### config.mk
export PLATFORM = sky130hd
export DESIGN_NAME = nvram_cmd_guard
export DESIGN_NICKNAME = d
export VERILOG_FILES = /design/src/rtl/nvram_cmd_guard.v /design/src/rtl/pin_sync.v /design/src/rtl/skid_buf2.v
export VERILOG_INCLUDE_DIRS = /design/src /design/src/rtl
export SDC_FILE = /design/constraint.sdc
export NUM_CORES = 1
export LEC_CHECK = 0
export ABC_AREA = 1
export BUFFER_PORTS_ARGS = -buffer_cell sky130_fd_sc_hd__buf_2
export CORE_MARGIN = 10
export CORE_UTILIZATION = 60
export DETAILED_ROUTE_END_ITERATION = 7
export PLACE_DENSITY = 0.89
export SLEW_MARGIN = 25
export SYNTH_ARGS = -nofsm -noshare
export SYNTH_HDL_FRONTEND = slang
export SYNTH_SLANG_ARGS = --single-unit
### constraint.sdc
create_clock -name core_clk -period 2.2 [get_ports core_clk]
set_input_delay 0.11 -clock core_clk [delete_from_list [all_inputs] [get_ports core_clk]]
set_output_delay 0.11 -clock core_clk [all_outputs]
set_load 0.01 [all_outputs]
### src/rtl/nvram_cmd_defines.vh
// Constants of the serial memory command decoder and write guard.
// Assumes inclusion by bare name from the design files.
`ifndef NVRAM_CMD_DEFINES_VH
`define NVRAM_CMD_DEFINES_VH
`define OP_LATCH_SET 8'h06
`define OP_LATCH_CLR 8'h04
`define OP_STAT_RD 8'h05
`define OP_STAT_WR 8'h01
`define OP_MEM_RD 8'h03
`define OP_FAST_RD 8'h0b
`define OP_MEM_WR 8'h02
`define OP_SLEEP 8'hb9
`define OP_IDENT_RD 8'h9f
`define OP_SERIAL_RD 8'hc3
`define ST_WEL_BIT 1
`define ST_BG_LO_BIT 2
`define ST_BG_HI_BIT 3
`define ST_ONE_BIT 6
`define ST_PIN_EN_BIT 7
`define ST_FIXED 8'h40
`define ST_WR_MASK 8'h8c
`define ADDR_W 17
`define ADDR_QUARTER 17'h18000
`define ADDR_HALF 17'h10000
`define ADDR_TOP 17'h1ffff
`define GUARD_RESET 2'h0
`endif

### src/rtl/nvram_cmd_guard.v
// Behaviour
// - Latch-set opcode sets the write-enable latch.
// - Latch-clear opcode clears the latch, blocking writes.
// - Status read shifts out one byte of status.
// - Status write updates only pin-enable and block-guard bits when permitted.
// - Read, fast read and memory write opcodes decoded exactly.
// - Sleep, ident and serial number opcodes decoded; ten commands.
// - Latch is clear after reset.
// - Status write data never changes the latch bit.
// - Select rise after clear, status write or memory write clears latch.
// - Bits 0,4,5 read zero; bit 6 reads one.
// - Bit 1 shows the write-enable latch.
// - Block-guard bits held in guard_nv_q, cleared to zero by reset.
// - Guard pair protects none, top quarter, upper half or all.
// - Pin-enable gates guard pin; low pin blocks status writes.
// - Guard pin never blocks array writes.
// - Write takes three address bytes, low 17 bits, data MSB first.
// - Address increments per byte and wraps top to zero.
// - Select rise ends a write.
// - At a protected address, increment stops and later data are ignored.
// - Each byte commits at its eighth bit, no busy state.
// - Unknown opcode ignored with the rest of the frame, output off.
// - First byte after select fall is the only opcode.
// - Sample on rising clock, change output on falling clock, MSB first.
// - While deselected input is ignored and output is off.
// File: serial memory command decoder with write guard, top module.
// Assumes the serial pins arrive asynchronously; the array write port is
// an external store that accepts a word when wr_valid and wr_ready are high.
`timescale 1ns/1ps
`default_nettype none
`include "nvram_cmd_defines.vh"
module nvram_cmd_guard (
  input wire core_clk,
  input wire rst,
  input wire sck,
  input wire cs_n,
  input wire si,
  input wire write_guard_n,
  output reg so_out,
  output reg so_oe,
  output reg [16:0] wr_addr,
  output reg [7:0] wr_data,
  output reg wr_valid,
  input wire wr_ready,
  output reg [1:0] guard_nv_q,
  output reg guard_pin_enable_q,
  output reg sleep_req,
  output reg [7:0] last_opcode
);
  ////////////////////////////////////////////////////////////////////////////
  // States of the frame decoder.
  localparam S_IDLE = 6'b000001;
  localparam S_OPC = 6'b000010;
  localparam S_ADDR = 6'b000100;
  localparam S_DATA = 6'b001000;
  localparam S_STWR = 6'b010000;
  localparam S_SKIP = 6'b100000;

  // Decodes the opcode into a known command.
  function is_known;
    input [7:0] op;
    begin
      case (op)
        `OP_LATCH_SET, `OP_LATCH_CLR, `OP_STAT_RD, `OP_STAT_WR,
        `OP_MEM_RD, `OP_FAST_RD, `OP_MEM_WR, `OP_SLEEP,
        `OP_IDENT_RD, `OP_SERIAL_RD: is_known = 1'b1;
        default: is_known = 1'b0;
      endcase
    end
  endfunction

  // Reports whether an address lies in the guarded region.
  function is_guarded;
    input [1:0] bg;
    input [16:0] a;
    begin
      case (bg)
        2'b01: is_guarded = (a >= `ADDR_QUARTER);
        2'b10: is_guarded = (a >= `ADDR_HALF);
        2'b11: is_guarded = 1'b1;
        default: is_guarded = 1'b0;
      endcase
    end
  endfunction

  ////////////////////////////////////////////////////////////////////////////
  // Pin synchronisers and edge detection.
  wire [3:0] pins_s;
  pin_sync #(.W(4)) u_sync (
    .core_clk(core_clk),
    .rst(rst),
    .pin_in({sck, cs_n, si, write_guard_n}),
    .pin_out(pins_s)
  );
  wire sck_s = pins_s[3];
  wire cs_s = pins_s[2];
  wire si_s = pins_s[1];
  wire wg_s = pins_s[0];
  reg sck_q;
  reg cs_q;
  always @(posedge core_clk) begin
    if (rst) begin
      sck_q <= 1'b1;
      cs_q <= 1'b1;
    end else begin
      sck_q <= sck_s;
      cs_q <= cs_s;
    end
  end
  wire sck_rise = sck_s && !sck_q && !cs_s;
  wire sck_fall = !sck_s && sck_q && !cs_s;
  wire cs_fall = !cs_s && cs_q;
  wire cs_rise = cs_s && !cs_q;

  ////////////////////////////////////////////////////////////////////////////
  // Frame decoder and status register.
  reg [5:0] state_q;
  reg [7:0] sh_q;
  reg [2:0] bit_q;
  reg [1:0] abyte_q;
  reg [16:0] addr_q;
  reg [7:0] op_q;
  reg wel_q;
  reg halt_q;
  reg stat_rd_q;
  reg [7:0] tx_q;
  wire [7:0] sh_next = {sh_q[6:0], si_s};
  wire byte_done = sck_rise && (bit_q == 3'd7);
  wire [7:0] status_rd = `ST_FIXED | {guard_pin_enable_q, 3'b000,
    guard_nv_q, wel_q, 1'b0};
  wire stat_guard = guard_pin_enable_q && !wg_s;

  wire buf_in_ready;
  reg buf_in_valid;
  reg [24:0] buf_in_data;
  wire buf_out_valid;
  wire [24:0] buf_out_data;

  always @(posedge core_clk) begin
    if (rst) begin
      state_q <= S_IDLE;
      sh_q <= 8'h00;
      bit_q <= 3'd0;
      abyte_q <= 2'd0;
      addr_q <= 17'h00000;
      op_q <= 8'h00;
      wel_q <= 1'b0;
      halt_q <= 1'b0;
      stat_rd_q <= 1'b0;
      tx_q <= 8'hff;
      guard_nv_q <= `GUARD_RESET;
      guard_pin_enable_q <= 1'b0;
      buf_in_valid <= 1'b0;
      buf_in_data <= 25'h0;
      sleep_req <= 1'b0;
      last_opcode <= 8'h00;
      so_out <= 1'b0;
      so_oe <= 1'b0;
    end else begin
      if (buf_in_valid && buf_in_ready) begin
        buf_in_valid <= 1'b0;
      end
      if (cs_s) begin
        so_oe <= 1'b0;
      end else if (sck_fall && stat_rd_q) begin
        so_oe <= 1'b1;
        so_out <= tx_q[7];
        tx_q <= {tx_q[6:0], 1'b1};
      end
      if (cs_fall) begin
        state_q <= S_OPC;
        bit_q <= 3'd0;
        stat_rd_q <= 1'b0;
        sleep_req <= 1'b0;
      end else if (cs_rise) begin
        state_q <= S_IDLE;
        stat_rd_q <= 1'b0;
        so_oe <= 1'b0;
        if (op_q == `OP_LATCH_CLR || op_q == `OP_STAT_WR || op_q == `OP_MEM_WR) begin
          wel_q <= 1'b0;
        end
        if (op_q == `OP_SLEEP) begin
          sleep_req <= 1'b1;
        end
        op_q <= 8'h00;
      end else if (sck_rise) begin
        sh_q <= sh_next;
        bit_q <= bit_q + 3'd1;
        case (state_q)
          S_OPC: begin
            if (byte_done) begin
              op_q <= sh_next;
              last_opcode <= sh_next;
              abyte_q <= 2'd0;
              halt_q <= 1'b0;
              if (!is_known(sh_next)) begin
                state_q <= S_SKIP;
              end else begin
                case (sh_next)
                  `OP_LATCH_SET: begin
                    wel_q <= 1'b1;
                    state_q <= S_SKIP;
                  end
                  `OP_LATCH_CLR: begin
                    wel_q <= 1'b0;
                    state_q <= S_SKIP;
                  end
                  `OP_STAT_RD: begin
                    stat_rd_q <= 1'b1;
                    tx_q <= status_rd;
                    state_q <= S_SKIP;
                  end
                  `OP_STAT_WR: state_q <= S_STWR;
                  `OP_MEM_WR: state_q <= S_ADDR;
                  default: state_q <= S_SKIP;
                endcase
              end
            end
          end
          S_ADDR: begin
            if (byte_done) begin
              addr_q <= {addr_q[8:0], sh_next};
              abyte_q <= abyte_q + 2'd1;
              if (abyte_q == 2'd2) begin
                state_q <= S_DATA;
                halt_q <= is_guarded(guard_nv_q, {addr_q[8:0], sh_next});
              end
            end
          end
          S_DATA: begin
            if (byte_done && !halt_q && wel_q && buf_in_ready) begin
              buf_in_valid <= 1'b1;
              buf_in_data <= {addr_q, sh_next};
              addr_q <= (addr_q == `ADDR_TOP) ? 17'h00000 : addr_q + 17'h1;
              halt_q <= is_guarded(guard_nv_q,
                (addr_q == `ADDR_TOP) ? 17'h00000 : addr_q + 17'h1);
            end
          end
          S_STWR: begin
            if (byte_done) begin
              state_q <= S_SKIP;
              if (wel_q && !stat_guard) begin
                guard_pin_enable_q <= sh_next[`ST_PIN_EN_BIT];
                guard_nv_q <= {sh_next[`ST_BG_HI_BIT], sh_next[`ST_BG_LO_BIT]};
              end
            end
          end
          default: state_q <= state_q;
        endcase
      end
    end
  end

  ////////////////////////////////////////////////////////////////////////////
  // Array write buffer toward the store.
  skid_buf2 #(.W(25)) u_buf (
    .core_clk(core_clk),
    .rst(rst),
    .in_valid(buf_in_valid),
    .in_ready(buf_in_ready),
    .in_data(buf_in_data),
    .out_valid(buf_out_valid),
    .out_ready(wr_ready && !wr_valid),
    .out_data(buf_out_data)
  );

  always @(posedge core_clk) begin
    if (rst) begin
      wr_valid <= 1'b0;
      wr_addr <= 17'h00000;
      wr_data <= 8'h00;
    end else if (wr_valid) begin
      wr_valid <= 1'b0;
    end else if (buf_out_valid && wr_ready) begin
      wr_valid <= 1'b1;
      wr_addr <= buf_out_data[24:8];
      wr_data <= buf_out_data[7:0];
    end
  end
endmodule
`default_nettype wire

### src/rtl/pin_sync.v
// Two-flop synchroniser for a group of pin inputs.
// Assumes pins are asynchronous to core_clk.
`timescale 1ns/1ps
`default_nettype none
module pin_sync #(
  parameter W = 4
) (
  input wire core_clk,
  input wire rst,
  input wire [W-1:0] pin_in,
  output reg [W-1:0] pin_out
);
  reg [W-1:0] meta_q;
  always @(posedge core_clk) begin
    if (rst) begin
      meta_q <= {W{1'b1}};
      pin_out <= {W{1'b1}};
    end else begin
      meta_q <= pin_in;
      pin_out <= meta_q;
    end
  end
endmodule
`default_nettype wire

### src/rtl/skid_buf2.v
// Two-entry buffer with valid and ready on both sides.
// Assumes source and sink on core_clk.
`timescale 1ns/1ps
`default_nettype none
module skid_buf2 #(
  parameter W = 25
) (
  input wire core_clk,
  input wire rst,
  input wire in_valid,
  output wire in_ready,
  input wire [W-1:0] in_data,
  output wire out_valid,
  input wire out_ready,
  output reg [W-1:0] out_data
);
  reg [W-1:0] slot_q;
  reg [1:0] cnt_q;
  wire push;
  wire pop;
  assign in_ready = (cnt_q != 2'd2);
  assign out_valid = (cnt_q != 2'd0);
  assign push = in_valid && in_ready;
  assign pop = out_valid && out_ready;
  always @(posedge core_clk) begin
    if (rst) begin
      cnt_q <= 2'd0;
      slot_q <= {W{1'b0}};
      out_data <= {W{1'b0}};
    end else begin
      cnt_q <= cnt_q + {1'b0, push} - {1'b0, pop};
      if (push) begin
        if (cnt_q == 2'd0 || (cnt_q == 2'd1 && pop)) begin
          out_data <= in_data;
        end else begin
          slot_q <= in_data;
        end
      end
      if (pop && cnt_q == 2'd2) begin
        out_data <= slot_q;
      end
    end
  end
endmodule
`default_nettype wire

==> impl_summary.md <==
Timing
The number of hold-slack violations in the final timing report is 0. The worst path uses 93.0% of the clock period. The worst slew margin relative to its limit is 57.0%.

Based on the critical path, the design can be clocked at up to 489 MHz. The max-slew violation total from the final report is 0. Setup slack on the critical path of the routed design comes to 0.155 ns. At the pin with the least slew margin, the transition time is 0.645 ns. Setup repair after global routing left no endpoint under its margin.

Setup total negative slack on the finished layout was measured at 0 ns. The total of endpoints with negative setup slack in the final report is 0. On the final layout, the worst clock skew is 0.00820 ns.

The clock period minus final worst setup slack is 2.05 ns.

Synthesis
The cell count after synthesis is 1074. The average instance in the mapped netlist occupies 7.34 µm². When the netlist entered floorplanning its net count stood at 1090. Of the total synthesized cell area, the portion taken by AND, OR, NAND and NOR gates is 26.8%. Summing the areas of all compound-gate instances in the mapped netlist gives 17.4% of the synthesized area. Of all cell types, the one taking the most synthesized area is sky130_fd_sc_hd__dfxtp_1.

The multiplexer share of the synthesized area is 0.127%. Yosys attributes the largest share of cell area to sky130_fd_sc_hd__dfxtp_1 46%, sky130_fd_sc_hd__nor2_1 10%, sky130_fd_sc_hd__nand2_1 8.7%. The xor and xnor fraction of the mapped netlist area is 1.11%. Of the synthesized area, sequential elements account for 46.2%. After Yosys synthesis, full adders, half adders and majority gates account for 1.43% of the synthesized area. The synthesized flop and latch total is 182.

For this run, the number of Yosys warnings is 0. The netlist area before placement is 0.00788 mm². After synthesis, the largest family of logic cells by area is simple AND/OR/NAND/NOR gates. The top cell type by area accounts for 46.2% of the synthesized area.

The count of distinct cell types in the synthesized netlist is 38.

Finish
The area growth from synthesis to layout is 13.5%. For this run, the number of standard cells in the final layout without fillers is 1301. For this run, the post-layout net count is 1132.

The area used by multi-input combinational logic is 0.00370 mm². Cells fill 70.3% of the core in the end. The number of antenna diodes in the final layout is 0. The total of fill cells in the finished design is 1009. The area occupied by registers is 0.00364 mm². The fraction of layout instances using a drive strength above 1 is 13.8%.

Drt
The length of routed wiring on met1 is 8380 µm. The met2 wire length is 8790 µm. The pre-antenna-repair detailed-routing pass consisted of 5 iterations. The uppermost signal routing layer after detailed routing is met4. The residual antenna-violating net count after detailed routing is 0. The number of DRC markers after the initial detailed-route iteration is 824. Summing over every cut layer, the via total after detailed routing is 7285.

Dividing the detail-routed via count by the number of cells gives 5.60. For this block, the routed nets add up to 18800 µm of wire. After detailed routing, the average wire length per cell comes to 14.5 µm. For this run, design rule violations remaining after detail routing come to 0. After detailed routing, the met3 layer carries 1400 µm of wire.

Critical path
By startpoint and endpoint, the worst setup path is classified as reg2reg. For flop-to-flop paths, the worst setup slack is 0.15 ns. At the worst endpoint, the required time is 2.56 ns. The kind of end point of the critical path is a register.

The critical path data arrival time is 2.41 ns. STA classifies the critical path startpoint as a register. Along the worst path, the maximum fanout reaches 15.

Place
At the end of routability-driven placement, the weighted congestion stood at 0.940. The HPWL after detailed placement is 12800 µm. The post-placement worst setup slack is 0.182 ns. The count of buffers inserted at the top-level ports is 46.

Once placement completed, the tool counted placed cells totaling 1264.

Clock network
TritonCTS built the clock tree. Clock tree synthesis selected as its root buffer the cell sky130_fd_sc_hd__clkbuf_16. Counting every sink on the clock net gives 182. The H-tree generated during clock tree synthesis spans 4 levels. Buffers inserted during clock tree synthesis total 17. Once the clock tree was built, the setup fixing pass inserted 0 buffers. The clock-pin slew on the worst setup and hold paths is 0.07 ns.

The number of buffers on the longest clock path is 2. The latest clock arrival within the worst-skew pair is 0.43 ns.

Die
The die extent in y is 135 µm. The initial utilization of the core area, before any placement, comes to 62.0%. The initialized floorplan defines 41 standard-cell rows. In this run the horizontal extent of the chip is 135 µm. The number of primary I/O pins is 47.

The die covers 0.0181 mm². The core area is 0.0127 mm².

GRT
Global routing used 20.9% of the available tracks across all layers. The via count of the first global-routing pass is 6595. The wire length of the first global-routing pass is 31600 µm. The total congestion overflow after global routing is 0. The maximum number of pins on one net before global-route repair is 57.

The initial antenna violation count is 0.

Power
The leakage power total is 3.65 nW. The sum of internal, switching and leakage power is 6.86 mW. The power density normalized to cell area is 767 mW/mm². The maximum ir drop on the vdd rail is 0.483 mV.

Hold path
The worst hold path belongs to the class in2reg.

Run
The tool flagged a number of max-cap violations equal to 0.

Status
The flow ran to the end, and the final reports show no timing, DRC or antenna violations.
[placed cells by master, fill, tap and decap left out, types with 9 or more instances in the layout]
master,n
sky130_fd_sc_hd__ha_1,9
sky130_fd_sc_hd__dfxtp_1,182
sky130_fd_sc_hd__nand4_1,10
sky130_fd_sc_hd__o21ai_0,119
sky130_fd_sc_hd__nor2_1,217
sky130_fd_sc_hd__a211oi_1,9
sky130_fd_sc_hd__buf_4,20
sky130_fd_sc_hd__nand2_1,183
sky130_fd_sc_hd__inv_1,70
sky130_fd_sc_hd__xor2_1,10
sky130_fd_sc_hd__a21oi_1,57
sky130_fd_sc_hd__buf_2,46
sky130_fd_sc_hd__a31oi_1,25
sky130_fd_sc_hd__nor2_2,12
sky130_fd_sc_hd__nand3_1,45
sky130_fd_sc_hd__a211oi_2,15
sky130_fd_sc_hd__clkbuf_16,17
sky130_fd_sc_hd__or2_2,10
[cell usage after synthesis]
cell,n
sky130_fd_sc_hd__nor3_2,2
sky130_fd_sc_hd__inv_2,6
sky130_fd_sc_hd__nand4_2,1
sky130_fd_sc_hd__a21boi_0,1
sky130_fd_sc_hd__buf_1,5
sky130_fd_sc_hd__clkinv_1,3
sky130_fd_sc_hd__buf_4,3
sky130_fd_sc_hd__nor2_1,217
sky130_fd_sc_hd__ha_1,9
sky130_fd_sc_hd__o21a_1,1
sky130_fd_sc_hd__nand2_1,183
sky130_fd_sc_hd__buf_6,3
sky130_fd_sc_hd__mux2i_1,1
sky130_fd_sc_hd__clkbuf_1,29
sky130_fd_sc_hd__nor3_1,5
sky130_fd_sc_hd__nand2_2,5
sky130_fd_sc_hd__nor2_2,12
sky130_fd_sc_hd__nand3_2,1
sky130_fd_sc_hd__dfxtp_1,182
sky130_fd_sc_hd__nor2_4,2
sky130_fd_sc_hd__o21ai_1,8
sky130_fd_sc_hd__nand4_1,10
sky130_fd_sc_hd__nand3_1,45
sky130_fd_sc_hd__a21oi_1,57
sky130_fd_sc_hd__o31ai_1,1
sky130_fd_sc_hd__nand3b_1,1
sky130_fd_sc_hd__a211oi_2,15
sky130_fd_sc_hd__o22ai_1,3
sky130_fd_sc_hd__a211oi_1,9
sky130_fd_sc_hd__a31oi_1,25
sky130_fd_sc_hd__inv_1,71
sky130_fd_sc_hd__o21ai_0,119
sky130_fd_sc_hd__xor2_1,10
sky130_fd_sc_hd__nor4_1,7
sky130_fd_sc_hd__nor3_4,1
sky130_fd_sc_hd__buf_2,10
sky130_fd_sc_hd__clkbuf_2,1
sky130_fd_sc_hd__or2_2,10
[path summary, 6_finish.rpt]
kind,start,end,depth (start not counted)
min,wr_ready,wr_valid,6
min reg2reg,u_sync.meta_q[3],u_sync.pin_out[3],1
max,bit_q[0],addr_q[11],11
max reg2reg,bit_q[0],addr_q[11],11
[cells by family (layout without fill, tap and decap cells)]
group / after synthesis / count (layout)
AOI/OAI and AO/OA: 239 / 239
xor gates and xnor gates: 10 / 10
adders and majority gates: 9 / 9
buffers and inverters: 131 / 186
DFF: 182 / 182
muxes: 1 / 1
and+or+nand+nor: 502 / 502
[flip-flops by register name, indices dropped and copies added, names as in the netlist, 2 cells and up]
register        cells
u_sync.meta_q       4
u_sync.pin_out      4
wr_data             8
addr_q             17
abyte_q             2
u_buf.out_data     25
state_q             6
u_buf.cnt_q         2
buf_in_data        25
wr_addr            17
op_q                8
u_buf.slot_q       25
sh_q                7
guard_nv_q          2
last_opcode         8
tx_q                8
bit_q               3
[metrics by stage]
step	hold slack, ns	cell area (µm²)
global placement	0.292	8300
detailed placement	0.297	8300
global route	0.348	8950
CTS	0.309	8940
floorplan	0.214	7880
finish	0.316	8950
[cell type report]
type	instances	area share, %
Clock inverter	14	1.85
Sequential cell	182	40.7
Tap cell	172	2.40
Multi-Input combinational cell	761	41.4
Inverter	80	3.36
Clock buffer	18	4.80
Timing Repair Buffer	74	5.48
[critical path: stages, from the launching register on]
cell                      delay, ns
sky130_fd_sc_hd__dfxtp_1       0.35
sky130_fd_sc_hd__ha_1          0.18
sky130_fd_sc_hd__ha_1          0.22
sky130_fd_sc_hd__inv_1         0.07
sky130_fd_sc_hd__nor2_2        0.16
sky130_fd_sc_hd__nor2_1        0.07
sky130_fd_sc_hd__nor2_1        0.15
sky130_fd_sc_hd__nand2_1       0.11
sky130_fd_sc_hd__nor2_4        0.28
sky130_fd_sc_hd__buf_4         0.20
sky130_fd_sc_hd__o21ai_0       0.07
sky130_fd_sc_hd__a21oi_1       0.12
[where the power goes]
group | switching [mW] | internal [mW] | total (mW)
Clock | 1.40 | 1.62 | 3.01
Sequential | 0.0395 | 3.38 | 3.42
Combinational | 0.277 | 0.155 | 0.432
[metal layers]
layer	up-vias	global-route usage (%)
li1	3619	-
met1	3368	26.4
met2	265	34.0
met3	33	5.79
met4	0	6.11
met5	-	0
[timing repair]
action                     CTS  global route
setup endpoints to repair    0             1
hold buffers                 5             0
resized for setup            0             1
hold endpoints to repair     5             0
No activity file was read; power rests on OpenSTA's default activity.
